<file path="src/hw/lhs_pkg.sv">
package lhs_pkg;

	localparam int AW = 8;

	// register byte addresses
	localparam logic [AW-1:0] ADDR_CTRL = 8'h00;
	localparam logic [AW-1:0] ADDR_MODE = 8'h04;
	localparam logic [AW-1:0] ADDR_BRG = 8'h08;
	localparam logic [AW-1:0] ADDR_LBR = 8'h0C;
	localparam logic [AW-1:0] ADDR_ID = 8'h10;
	localparam logic [AW-1:0] ADDR_STAT = 8'h14;

	// control_reg bits
	localparam int CTRL_STATUS_RESET_BIT = 0;
	localparam int CTRL_RSTRX = 1;
	localparam int CTRL_RSTTX = 2;

	// lin_mode_reg fields
	localparam int MODE_LSB = 0;
	localparam int MODE_PAR_DIS = 4;
	localparam int MODE_SYNC_DIS = 5;
	localparam logic [3:0] MODE_MASTER = 4'hA;
	localparam logic [3:0] MODE_SLAVE = 4'hB;

	// baud words: [15:0] divider, [18:16] fraction
	localparam int BR_W = 19;
	localparam int FP_LSB = 16;

	// channel_status_reg bits
	localparam int STAT_TRANSMITTER_READY_FLAG = 0;
	localparam int STAT_IDRX = 1;
	localparam int STAT_BRK = 2;
	localparam int STAT_HTE = 3;
	localparam int STAT_STE = 4;
	localparam int STAT_BAD_SYNCH_CHAR_ERROR = 5;
	localparam int STAT_PARE = 6;

	// reset values
	localparam logic [3:0] MODE_RST = 4'h0;
	localparam logic [BR_W-1:0] BR_RST = 19'h0_0000;
	localparam logic [7:0] ID_RST = 8'h00;

	// frame figures, in bit times
	localparam logic [7:0] SYNC_CHAR = 8'h55;
	localparam logic [3:0] BRK_TX_BITS = 4'hD;
	localparam logic [3:0] BRK_DEL_BITS = 4'h1;
	localparam logic [3:0] BRK_DET_BITS = 4'hB;
	localparam logic [3:0] CHAR_LAST = 4'h9;
	localparam int HDR_NOM_BITS = 34;
	localparam int HDR_MAX_BITS = (HDR_NOM_BITS * 14 + 9) / 10;
	localparam logic [5:0] HDR_TO_BITS = 6'(HDR_MAX_BITS - int'(BRK_DET_BITS));
	localparam logic [2:0] SYNC_EDGES = 3'h4;
	localparam logic [3:0] OVS_LAST = 4'hF;

	// tolerance on the measured rate, in percent
	localparam logic [7:0] PCT_FULL = 8'h64;
	localparam logic [7:0] TOL_PCT = 8'h0F;

	typedef enum logic [2:0] {
		TX_IDLE = 3'b000,
		TX_BRK = 3'b001,
		TX_DEL = 3'b010,
		TX_SYNC = 3'b011,
		TX_ID = 3'b100
	} lhs_tx_e;

	typedef enum logic [2:0] {
		RX_IDLE = 3'b000,
		RX_BRK = 3'b001,
		RX_SWAIT = 3'b010,
		RX_SYNC = 3'b011,
		RX_IWAIT = 3'b100,
		RX_ID = 3'b101
	} lhs_rx_e;

endpackage

</file>
<file path="src/hw/lhs_lin_header_sync_engine.sv">
// Notes on behaviour
// - mode field 0xA selects master node, 0xB selects slave node
// - master uses baud generator; slave copies each baud write into lin baud
// - identifier write in master mode starts header and drops transmitter ready
// - break, synch and identifier fields go out back to back
// - break is 13 dominant bits then 1 recessive bit
// - synch field is 0x55, identifier field is the protected identifier, or the written byte with parity disabled
// - transmitter ready rises when identifier enters the shift register
// - slave detects break after 11 bit times low at current rate
// - slave ignores all characters until a break is seen
// - synch not 0x55 keeps rate and flags bad synch character
// - received identifier sets its flag and loads identifier field
// - header not complete within maximum duration flags header timeout
// - status reset clears identifier, break and timeout flags
// - resync only in slave mode, from synch falling edges
// - 19-bit counter on sampling clock measures eight synch bit times
// - counter upper 16 bits give divider, lower 3 give fraction
// - computed rate written to lin baud unless resync disabled
// - rate off by more than 15 percent keeps rate, flags tolerance error
// - status reset clears tolerance and bad synch flags
// - identifier bits 5:0 plus two parity bits, parity optional
module lhs_lin_header_sync_engine (
	input wire logic ref_clk,
	input wire logic reset,
	input wire logic [lhs_pkg::AW-1:0] avs_address,
	input wire logic avs_read,
	input wire logic avs_write,
	input wire logic [31:0] avs_writedata,
	input wire logic [3:0] avs_byteenable,
	output logic [31:0] avs_readdata,
	output logic avs_waitrequest,
	input wire logic lin_rxd,
	output logic lin_txd
);
	import lhs_pkg::*;

	function automatic logic [31:0] be_merge(input logic [31:0] old_w, input logic [31:0] new_w,
			input logic [3:0] be);
		logic [31:0] r;
		r = old_w;
		for (int i = 0; i < 4; i++) begin
			if (be[i]) begin
				r[i*8 +: 8] = new_w[i*8 +: 8];
			end
		end
		return r;
	endfunction

	function automatic logic [7:0] lin_pid(input logic [5:0] id);
		return {~(id[1] ^ id[3] ^ id[4] ^ id[5]), id[0] ^ id[1] ^ id[2] ^ id[4], id};
	endfunction

	// baud word as a rate in eighths of the divider
	function automatic logic [BR_W-1:0] to_eighths(input logic [BR_W-1:0] br);
		return {br[FP_LSB-1:0], br[BR_W-1:FP_LSB]};
	endfunction

	logic [3:0] mode_q;
	logic par_dis_q;
	logic sync_dis_q;
	logic [BR_W-1:0] brg_q;
	logic [BR_W-1:0] lbr_q;
	logic [7:0] id_q;
	logic transmitter_ready_flag_q;
	logic idrx_q;
	logic brk_q;
	logic hte_q;
	logic ste_q;
	logic bad_synch_char_error_q;
	logic pare_q;

	lhs_tx_e tx_st_q;
	logic [19:0] tx_cyc_q;
	logic [3:0] tx_bits_q;
	logic [8:0] tx_sh_q;

	lhs_rx_e rx_st_q;
	logic rx_prev_q;
	logic [23:0] low_cnt_q;
	logic [19:0] rx_cyc_q;
	logic [3:0] rx_bits_q;
	logic [7:0] rx_sh_q;
	logic hdr_on_q;
	logic [19:0] hdr_cyc_q;
	logic [5:0] hdr_bits_q;
	logic [3:0] samp_div_q;
	logic [BR_W-1:0] meas_q;
	logic meas_on_q;
	logic [2:0] edges_q;

	// bus decode
	wire wr_go = avs_write && !avs_waitrequest;
	wire sel_ctrl = avs_address == ADDR_CTRL;
	wire sel_mode = avs_address == ADDR_MODE;
	wire sel_brg = avs_address == ADDR_BRG;
	wire sel_lbr = avs_address == ADDR_LBR;
	wire sel_id = avs_address == ADDR_ID;
	wire sel_stat = avs_address == ADDR_STAT;
	wire wr_ctrl = wr_go && sel_ctrl && avs_byteenable[0];
	wire wr_mode = wr_go && sel_mode;
	wire wr_brg = wr_go && sel_brg;
	wire wr_id = wr_go && sel_id && avs_byteenable[0];
	wire sts_clr = wr_ctrl && avs_writedata[CTRL_STATUS_RESET_BIT];
	wire rst_rx = wr_ctrl && avs_writedata[CTRL_RSTRX];
	wire rst_tx = wr_ctrl && avs_writedata[CTRL_RSTTX];

	wire [31:0] mode_word = {26'h0, sync_dis_q, par_dis_q, mode_q};
	wire [31:0] mode_new = be_merge(mode_word, avs_writedata, avs_byteenable);
	wire [31:0] brg_new = be_merge({13'h0, brg_q}, avs_writedata, avs_byteenable);
	logic [31:0] stat_word;
	wire [31:0] rd_word = sel_ctrl ? 32'h0 :
		sel_mode ? mode_word :
		sel_brg ? {13'h0, brg_q} :
		sel_lbr ? {13'h0, lbr_q} :
		sel_id ? {24'h0, id_q} :
		sel_stat ? stat_word : 32'h0;

	always_comb begin
		stat_word = 32'h0;
		stat_word[STAT_TRANSMITTER_READY_FLAG] = transmitter_ready_flag_q;
		stat_word[STAT_IDRX] = idrx_q;
		stat_word[STAT_BRK] = brk_q;
		stat_word[STAT_HTE] = hte_q;
		stat_word[STAT_STE] = ste_q;
		stat_word[STAT_BAD_SYNCH_CHAR_ERROR] = bad_synch_char_error_q;
		stat_word[STAT_PARE] = pare_q;
	end

	// rate selection and bit timing: one bit is 16 ref clocks per divider unit
	wire is_master = mode_q == MODE_MASTER;
	wire is_slave = mode_q == MODE_SLAVE;
	wire [BR_W-1:0] cur_br = is_slave ? lbr_q : brg_q;
	wire [19:0] bit_len = {to_eighths(cur_br), 1'b0};
	wire [19:0] bit_last = bit_len - 20'h1;
	wire [23:0] brk_thr = 24'(bit_len) * 24'(BRK_DET_BITS);

	// transmitter
	wire tx_tick = tx_cyc_q == bit_last;
	wire hdr_go = wr_id && is_master && transmitter_ready_flag_q;
	wire [7:0] tx_id_char = par_dis_q ? id_q : lin_pid(id_q[5:0]);
	wire tx_char_end = tx_tick && tx_bits_q == CHAR_LAST;

	// receiver
	wire rx_fall = rx_prev_q && !lin_rxd;
	wire brk_hit = !lin_rxd && low_cnt_q == brk_thr - 24'h1;
	wire rx_samp = rx_cyc_q == bit_last;
	wire rx_done = rx_samp && rx_bits_q == CHAR_LAST;
	wire sync_done = rx_done && rx_st_q == RX_SYNC;
	wire id_done = rx_done && rx_st_q == RX_ID;
	wire samp_tick = samp_div_q == OVS_LAST;
	wire hdr_tick = hdr_cyc_q == bit_last;
	wire hdr_late = hdr_on_q && hdr_tick && hdr_bits_q == HDR_TO_BITS - 6'h1;
	wire [26:0] meas_pct = 27'(meas_q) * 27'(PCT_FULL);
	wire [26:0] tol_hi = 27'(to_eighths(brg_q)) * 27'(PCT_FULL + TOL_PCT);
	wire [26:0] tol_lo = 27'(to_eighths(brg_q)) * 27'(PCT_FULL - TOL_PCT);
	wire tol_bad = meas_pct > tol_hi || meas_pct < tol_lo;
	wire sync_bad = rx_sh_q != SYNC_CHAR;
	wire sync_upd = sync_done && !sync_bad && !tol_bad && !sync_dis_q;
	wire [7:0] id_rx_val = par_dis_q ? rx_sh_q : {2'b00, rx_sh_q[5:0]};

	// bus slave: one wait cycle on every access
	always_ff @(posedge ref_clk) begin
		if (reset) begin
			avs_waitrequest <= 1'b1;
			avs_readdata <= 32'h0;
		end else begin
			avs_waitrequest <= !((avs_read || avs_write) && avs_waitrequest);
			if (avs_read && avs_waitrequest) begin
				avs_readdata <= rd_word;
			end
		end
	end

	always_ff @(posedge ref_clk) begin
		if (reset) begin
			mode_q <= MODE_RST;
			par_dis_q <= 1'b0;
			sync_dis_q <= 1'b0;
			brg_q <= BR_RST;
			id_q <= ID_RST;
		end else begin
			if (wr_mode) begin
				mode_q <= mode_new[MODE_LSB +: 4];
				par_dis_q <= mode_new[MODE_PAR_DIS];
				sync_dis_q <= mode_new[MODE_SYNC_DIS];
			end
			if (wr_brg) begin
				brg_q <= brg_new[BR_W-1:0];
			end
			// a received identifier wins over a bus write in the same cycle
			if (id_done) begin
				id_q <= id_rx_val;
			end else if (wr_id && (!is_master || transmitter_ready_flag_q)) begin
				id_q <= avs_writedata[7:0];
			end
		end
	end

	always_ff @(posedge ref_clk) begin
		if (reset) begin
			lbr_q <= BR_RST;
		end else if (wr_brg && is_slave) begin
			lbr_q <= brg_new[BR_W-1:0];
		end else if (sync_upd) begin
			lbr_q <= {meas_q[2:0], meas_q[BR_W-1:3]};
		end
	end

	// header transmitter; lin_txd high is recessive
	always_ff @(posedge ref_clk) begin
		if (reset || rst_tx || !is_master) begin
			tx_st_q <= TX_IDLE;
			tx_cyc_q <= 20'h0;
			tx_bits_q <= 4'h0;
			tx_sh_q <= 9'h1FF;
			lin_txd <= 1'b1;
			transmitter_ready_flag_q <= 1'b1;
		end else begin
			tx_cyc_q <= tx_tick ? 20'h0 : tx_cyc_q + 20'h1;
			unique case (tx_st_q)
				TX_IDLE: begin
					if (hdr_go) begin
						tx_st_q <= TX_BRK;
						tx_cyc_q <= 20'h0;
						tx_bits_q <= 4'h0;
						lin_txd <= 1'b0;
						transmitter_ready_flag_q <= 1'b0;
					end
				end
				TX_BRK: begin
					if (tx_tick) begin
						tx_bits_q <= tx_bits_q + 4'h1;
						if (tx_bits_q == BRK_TX_BITS - 4'h1) begin
							tx_st_q <= TX_DEL;
							tx_bits_q <= 4'h0;
							lin_txd <= 1'b1;
						end
					end
				end
				TX_DEL: begin
					if (tx_tick) begin
						tx_bits_q <= tx_bits_q + 4'h1;
						if (tx_bits_q == BRK_DEL_BITS - 4'h1) begin
							tx_st_q <= TX_SYNC;
							tx_bits_q <= 4'h0;
							tx_sh_q <= {1'b1, SYNC_CHAR};
							lin_txd <= 1'b0;
						end
					end
				end
				TX_SYNC, TX_ID: begin
					if (tx_char_end) begin
						tx_bits_q <= 4'h0;
						if (tx_st_q == TX_SYNC) begin
							tx_st_q <= TX_ID;
							tx_sh_q <= {1'b1, tx_id_char};
							lin_txd <= 1'b0;
							transmitter_ready_flag_q <= 1'b1;
						end else begin
							tx_st_q <= TX_IDLE;
							lin_txd <= 1'b1;
						end
					end else if (tx_tick) begin
						lin_txd <= tx_sh_q[0];
						tx_sh_q <= {1'b1, tx_sh_q[8:1]};
						tx_bits_q <= tx_bits_q + 4'h1;
					end
				end
			endcase
		end
	end

	// sampling clock enable for the synch measurement
	always_ff @(posedge ref_clk) begin
		if (reset) begin
			samp_div_q <= 4'h0;
			rx_prev_q <= 1'b1;
			low_cnt_q <= 24'h0;
		end else begin
			samp_div_q <= samp_div_q + 4'h1;
			rx_prev_q <= lin_rxd;
			// saturates so a stuck-low bus reports one break only
			if (lin_rxd) begin
				low_cnt_q <= 24'h0;
			end else if (low_cnt_q != brk_thr) begin
				low_cnt_q <= low_cnt_q + 24'h1;
			end
		end
	end

	// header receiver; flag sets are placed after the clear so a set wins
	always_ff @(posedge ref_clk) begin
		if (reset) begin
			rx_st_q <= RX_IDLE;
			rx_cyc_q <= 20'h0;
			rx_bits_q <= 4'h0;
			rx_sh_q <= 8'h00;
			hdr_on_q <= 1'b0;
			hdr_cyc_q <= 20'h0;
			hdr_bits_q <= 6'h0;
			meas_q <= BR_RST;
			meas_on_q <= 1'b0;
			edges_q <= 3'h0;
			idrx_q <= 1'b0;
			brk_q <= 1'b0;
			hte_q <= 1'b0;
			ste_q <= 1'b0;
			bad_synch_char_error_q <= 1'b0;
			pare_q <= 1'b0;
		end else begin
			if (sts_clr) begin
				idrx_q <= 1'b0;
				brk_q <= 1'b0;
				hte_q <= 1'b0;
				ste_q <= 1'b0;
				bad_synch_char_error_q <= 1'b0;
				pare_q <= 1'b0;
			end
			rx_cyc_q <= rx_samp ? 20'h0 : rx_cyc_q + 20'h1;
			if (hdr_on_q) begin
				hdr_cyc_q <= hdr_tick ? 20'h0 : hdr_cyc_q + 20'h1;
				hdr_bits_q <= hdr_tick ? hdr_bits_q + 6'h1 : hdr_bits_q;
			end
			if (meas_on_q) begin
				if (rx_fall) begin
					edges_q <= edges_q + 3'h1;
					meas_on_q <= edges_q != SYNC_EDGES - 3'h1;
				end
				// a tick that falls on an edge cycle still counts, else the measurement runs short
				if (samp_tick) begin
					meas_q <= meas_q + 19'h1;
				end
			end
			if (rx_samp && (rx_st_q == RX_SYNC || rx_st_q == RX_ID)) begin
				rx_bits_q <= rx_bits_q + 4'h1;
				if (rx_bits_q != 4'h0 && rx_bits_q != CHAR_LAST) begin
					rx_sh_q <= {lin_rxd, rx_sh_q[7:1]};
				end
			end
			if (rst_rx || !is_slave) begin
				rx_st_q <= RX_IDLE;
				hdr_on_q <= 1'b0;
				meas_on_q <= 1'b0;
			end else if (brk_hit) begin
				rx_st_q <= RX_BRK;
				brk_q <= 1'b1;
				hdr_on_q <= 1'b1;
				hdr_cyc_q <= 20'h0;
				hdr_bits_q <= 6'h0;
				meas_on_q <= 1'b0;
			end else if (hdr_late) begin
				rx_st_q <= RX_IDLE;
				hte_q <= 1'b1;
				hdr_on_q <= 1'b0;
				meas_on_q <= 1'b0;
			end else begin
				unique case (rx_st_q)
					RX_IDLE: begin
						rx_st_q <= RX_IDLE;
					end
					RX_BRK: begin
						if (lin_rxd) begin
							rx_st_q <= RX_SWAIT;
						end
					end
					RX_SWAIT, RX_IWAIT: begin
						if (rx_fall) begin
							// first sample lands mid start bit
							rx_cyc_q <= {1'b0, bit_len[19:1]};
							rx_bits_q <= 4'h0;
							rx_st_q <= rx_st_q == RX_SWAIT ? RX_SYNC : RX_ID;
							if (rx_st_q == RX_SWAIT) begin
								meas_q <= BR_RST;
								meas_on_q <= 1'b1;
								edges_q <= 3'h0;
							end
						end
					end
					RX_SYNC: begin
						if (sync_done) begin
							rx_st_q <= RX_IWAIT;
							meas_on_q <= 1'b0;
							if (sync_bad) begin
								bad_synch_char_error_q <= 1'b1;
							end else if (tol_bad) begin
								ste_q <= 1'b1;
							end
						end
					end
					RX_ID: begin
						if (id_done) begin
							rx_st_q <= RX_IDLE;
							hdr_on_q <= 1'b0;
							idrx_q <= 1'b1;
							if (!par_dis_q && rx_sh_q != lin_pid(rx_sh_q[5:0])) begin
								pare_q <= 1'b1;
							end
						end
					end
				endcase
			end
		end
	end

endmodule

</file>
<file path="config.mk">
export PLATFORM = sky130hd
export DESIGN_NAME = lhs_lin_header_sync_engine
export DESIGN_NICKNAME = d
export VERILOG_FILES = /design/src/hw/lhs_pkg.sv /design/src/hw/lhs_lin_header_sync_engine.sv
export SDC_FILE = /design/constraint.sdc
export NUM_CORES = 1
export LEC_CHECK = 0
export ABC_AREA = 1
export BUFFER_PORTS_ARGS = -buffer_cell sky130_fd_sc_hd__clkbuf_2
export CAP_MARGIN = 20
export CORE_ASPECT_RATIO = 1.4
export CORE_MARGIN = 2
export CORE_UTILIZATION = 65
export DETAILED_ROUTE_END_ITERATION = 16
export PLACE_DENSITY = 0.81
export SYNTH_ARGS = -nofsm -noshare
export SYNTH_HDL_FRONTEND = slang
export SYNTH_SLANG_ARGS = --single-unit
</file>
<file path="constraint.sdc">
create_clock -name ref_clk -period 9.44 [get_ports ref_clk]
set_clock_uncertainty 0.05 [all_clocks]
set_input_delay 1.416 -clock ref_clk [delete_from_list [all_inputs] [get_ports ref_clk]]
set_output_delay 1.416 -clock ref_clk [all_outputs]
set_load 0.02 [all_outputs]
</file>
==> results.json <==
{
  "synth_area_per_cell_um2": 6.601,
  "cts-root-buf": "clkbuf_16",
  "final_cells": 4335,
  "vias": 24169,
  "synth_area_um2": 25110,
  "diodes": 0,
  "num_rows": 85,
  "final_nets": 4291,
  "syn_inst": 3803,
  "die_h_um": 236.5,
  "drtPass1Iterations": 9,
  "cts_buffers": 26,
  "ys_seq_area_share_pct": 18.26,
  "fill_cells": 3504,
  "synth_area_leaders": "dfxtp_1, ha_1, nand2_1",
  "io_pins": 83,
  "cpPeakStageDelay_ns": 0.58,
  "cts_setup_buffers": 0,
  "cp_top_family": "compound AO/OA/AOI/OAI gates",
  "cp_num_buf_inv": 7,
  "rsz0062_at_grt": "no",
  "grt_pass1_wl_um": 111400,
  "fmax_mhz": 124.2,
  "totalWireLength_um": 69740,
  "clk_latency_ns": 0.57,
  "dp_hpwl_um": 56590,
  "drt_iter0_markers": 1731,
  "crit_path_max_fanout": 11,
  "gp_congestion": 0.9817,
  "maxCapViolations": 0,
  "cp_slowest_cell": "fa_1",
  "ys_warn_count": 0,
  "tightest_slew_ns": 1.039,
  "core-area_um2": 38290,
  "antenna_left": 0,
  "wire_per_inst_um": 16.09,
  "hold_path_class": "register to register",
  "yosysTopAreaCell": "dfxtp_1",
  "report.final.hold_viol_count": 0,
  "worstPathRequired_ns": 9.84,
  "cts_tree": "done",
  "powerDensity_nw_per_um2": 79.55,
  "r2r_slack_ns": 1.39,
  "clkTransAtPathRegs_ns": 0.07,
  "holdWs_ns": 0.4007,
  "status": "finished, final reports clean",
  "dp.cells": 4288,
  "port_buffers": 55,
  "area_delta_synth_final_pct": 5.811,
  "ys_ff_latch": 229,
  "worstPathArrival_ns": 8.45,
  "die_w_um": 170.1,
  "final.setup.tns_ns": 0,
  "setup_viol": 0,
  "grt_max_degree": 80,
  "die-area_um2": 40230,
  "layout-drive-gt1-share_pct": 5.134,
  "hold_buffers": 0,
  "cts.sinks": 229,
  "initial_core_util_pct": 65.57,
  "end_kind": "register",
  "path_class": "register to register",
  "p_leak_nw": 14.23,
  "synth_cell_types": 58,
  "vdd_drop_max_mv": 0.1332,
  "htree_levels": 1,
  "antenna_found_initial": 0,
  "clock_path_buffers": 3,
  "cts-resized-gates": 0,
  "fin_crit_ns": 8.052,
  "gr-total-overflow": 0,
  "grt_pass1_vias": 22843,
  "track_usage_pct": 34.42,
  "synth_top_area_share_pct": 18.26,
  "cp-start-kind": "register",
  "slew_violations": 0,
  "multi_input_comb_area_um2": 17460,
  "seqCellArea_um2": 4584,
  "drc_errors": 0,
  "finalCritPeriodShare_pct": 85.29,
  "slew_headroom_pct": 30.58,
  "viasPerCell": 5.575
}
-- routing by layer --
metal | global-route usage [%] | share of wire, % | vias to the layer above
met4 | 18.13 | 5.7 | 0
met1 | 38.94 | 37 | 10965
met2 | 62.45 | 50 | 826
met3 | 4.379 | 6.6 | 201
li1 | - | - | 12177
met5 | 0 | 0 | -
-- cells in the final DEF (no fill, tap or decap), types with 53 or more instances in the layout --
cell        n
ha_1      298
xor2_1     89
inv_1     705
clkbuf_2   55
a21oi_1   245
nand2_1   889
dfxtp_1   229
nand3_1   242
nand4_1    55
nor3_1     53
nor2_1    374
o21ai_0   153
fa_1      106
-- worst register-to-register path: cells and delay by family (launching register included) --
family | cells | cell delay (ns)
simple gates | 9 | 1.16
buf+inv | 7 | 0.90
compound gates | 12 | 2.66
flops | 1 | 0.54
fa+ha+maj | 6 | 2.45
xor+xnor | 1 | 0.19
-- area by class of cell --
type	instances	area share, %
sequential	229	17.26
clock buffer	34	2.751
timing repair buffer	65	1.319
tap	478	2.251
inverter	719	10.17
clock inverter	13	0.5181
multi-input combinational	2797	65.73
-- Yosys cell counts, drive strengths merged --
cell       n
nand2    922
dfxtp    229
fa       106
o21bai     3
o221ai     4
conb       1
o2111ai    3
nor3      60
nor4      14
a21o       3
mux2i      2
o211ai    29
nand3    248
a31oi      9
a211oi    11
a221oi     5
nor3b      8
a21oi    246
a21boi     5
o31ai      3
buf       35
a22oi      1
xnor2     48
nor2     398
nand3b    16
clkinv     7
o21a      12
and2       2
ha       298
or2        7
clkbuf    35
nand4     58
a2111oi    2
and3       2
xor2      89
inv      712
o21ai    158
o22ai     12
-- flip-flops by register name, indices dropped and copies added (netlist names), 4 cells and up --
signal        cells
id_q              8
lbr_q            19
avs_readdata     19
hdr_cyc_q        20
hdr_bits_q        6
rx_sh_q           8
brg_q            19
mode_q            4
rx_cyc_q         20
meas_q           19
samp_div_q        4
tx_sh_q           8
tx_bits_q         4
rx_bits_q         4
low_cnt_q        24
tx_cyc_q         20
-- through the flow --
| stage | power, W | instance area [um2] | setup WS (ns) | utilization [%] |
|---|---|---|---|---|
| 2_1_floorplan | 0.001051 | 25150 | 2.768 | - |
| 3_3_place_gp | 0.001079 | 25700 | 1.680 | 67.11 |
| 3_5_place_dp | 0.001080 | 25700 | 1.535 | 67.11 |
| 4_1_cts | 0.002116 | 26560 | 1.461 | 69.38 |
| 5_1_grt | 0.002161 | 26560 | 0.9199 | 69.38 |
| 6_report | 0.002113 | 26560 | 1.388 | 69.38 |
-- logic make-up after synthesis --
family	Yosys count	synth area share [%]
buffers and inverters	789	12.36
adders and majority gates	404	23.30
muxes	2	0.07974
AOI/OAI and AO/OA	506	11.17
and+or+nand+nor	1735	30.03
DFF	229	18.26
other	1	0.01494
xor gates and xnor gates	137	4.779
-- power by group --
part	internal, W	switching, W	leakage (nW)	total, W
sequential	0.000969	0.00000309	1.85	0.000972
clock	0.000600	0.000452	0.423	0.00105
combinational	0.0000226	0.0000661	12.0	0.0000887
total	0.00159	0.000521	14.2	0.00211
-- worst paths after layout --
path | from | endpoint | cells after the start
worst min register to register | samp_div_q[0]$_SDFF_PP0_ | samp_div_q[0]$_SDFF_PP0_ | 1
worst max register to register | brg_q[0]$_SDFFE_PP0P_ | lbr_q[12]$_SDFFE_PP0P_ | 35
worst min-delay path | samp_div_q[0]$_SDFF_PP0_ | samp_div_q[0]$_SDFF_PP0_ | 1
worst max-delay path | brg_q[0]$_SDFFE_PP0P_ | lbr_q[12]$_SDFFE_PP0P_ | 35
Note: power is estimated with default switching activity, not from simulation.
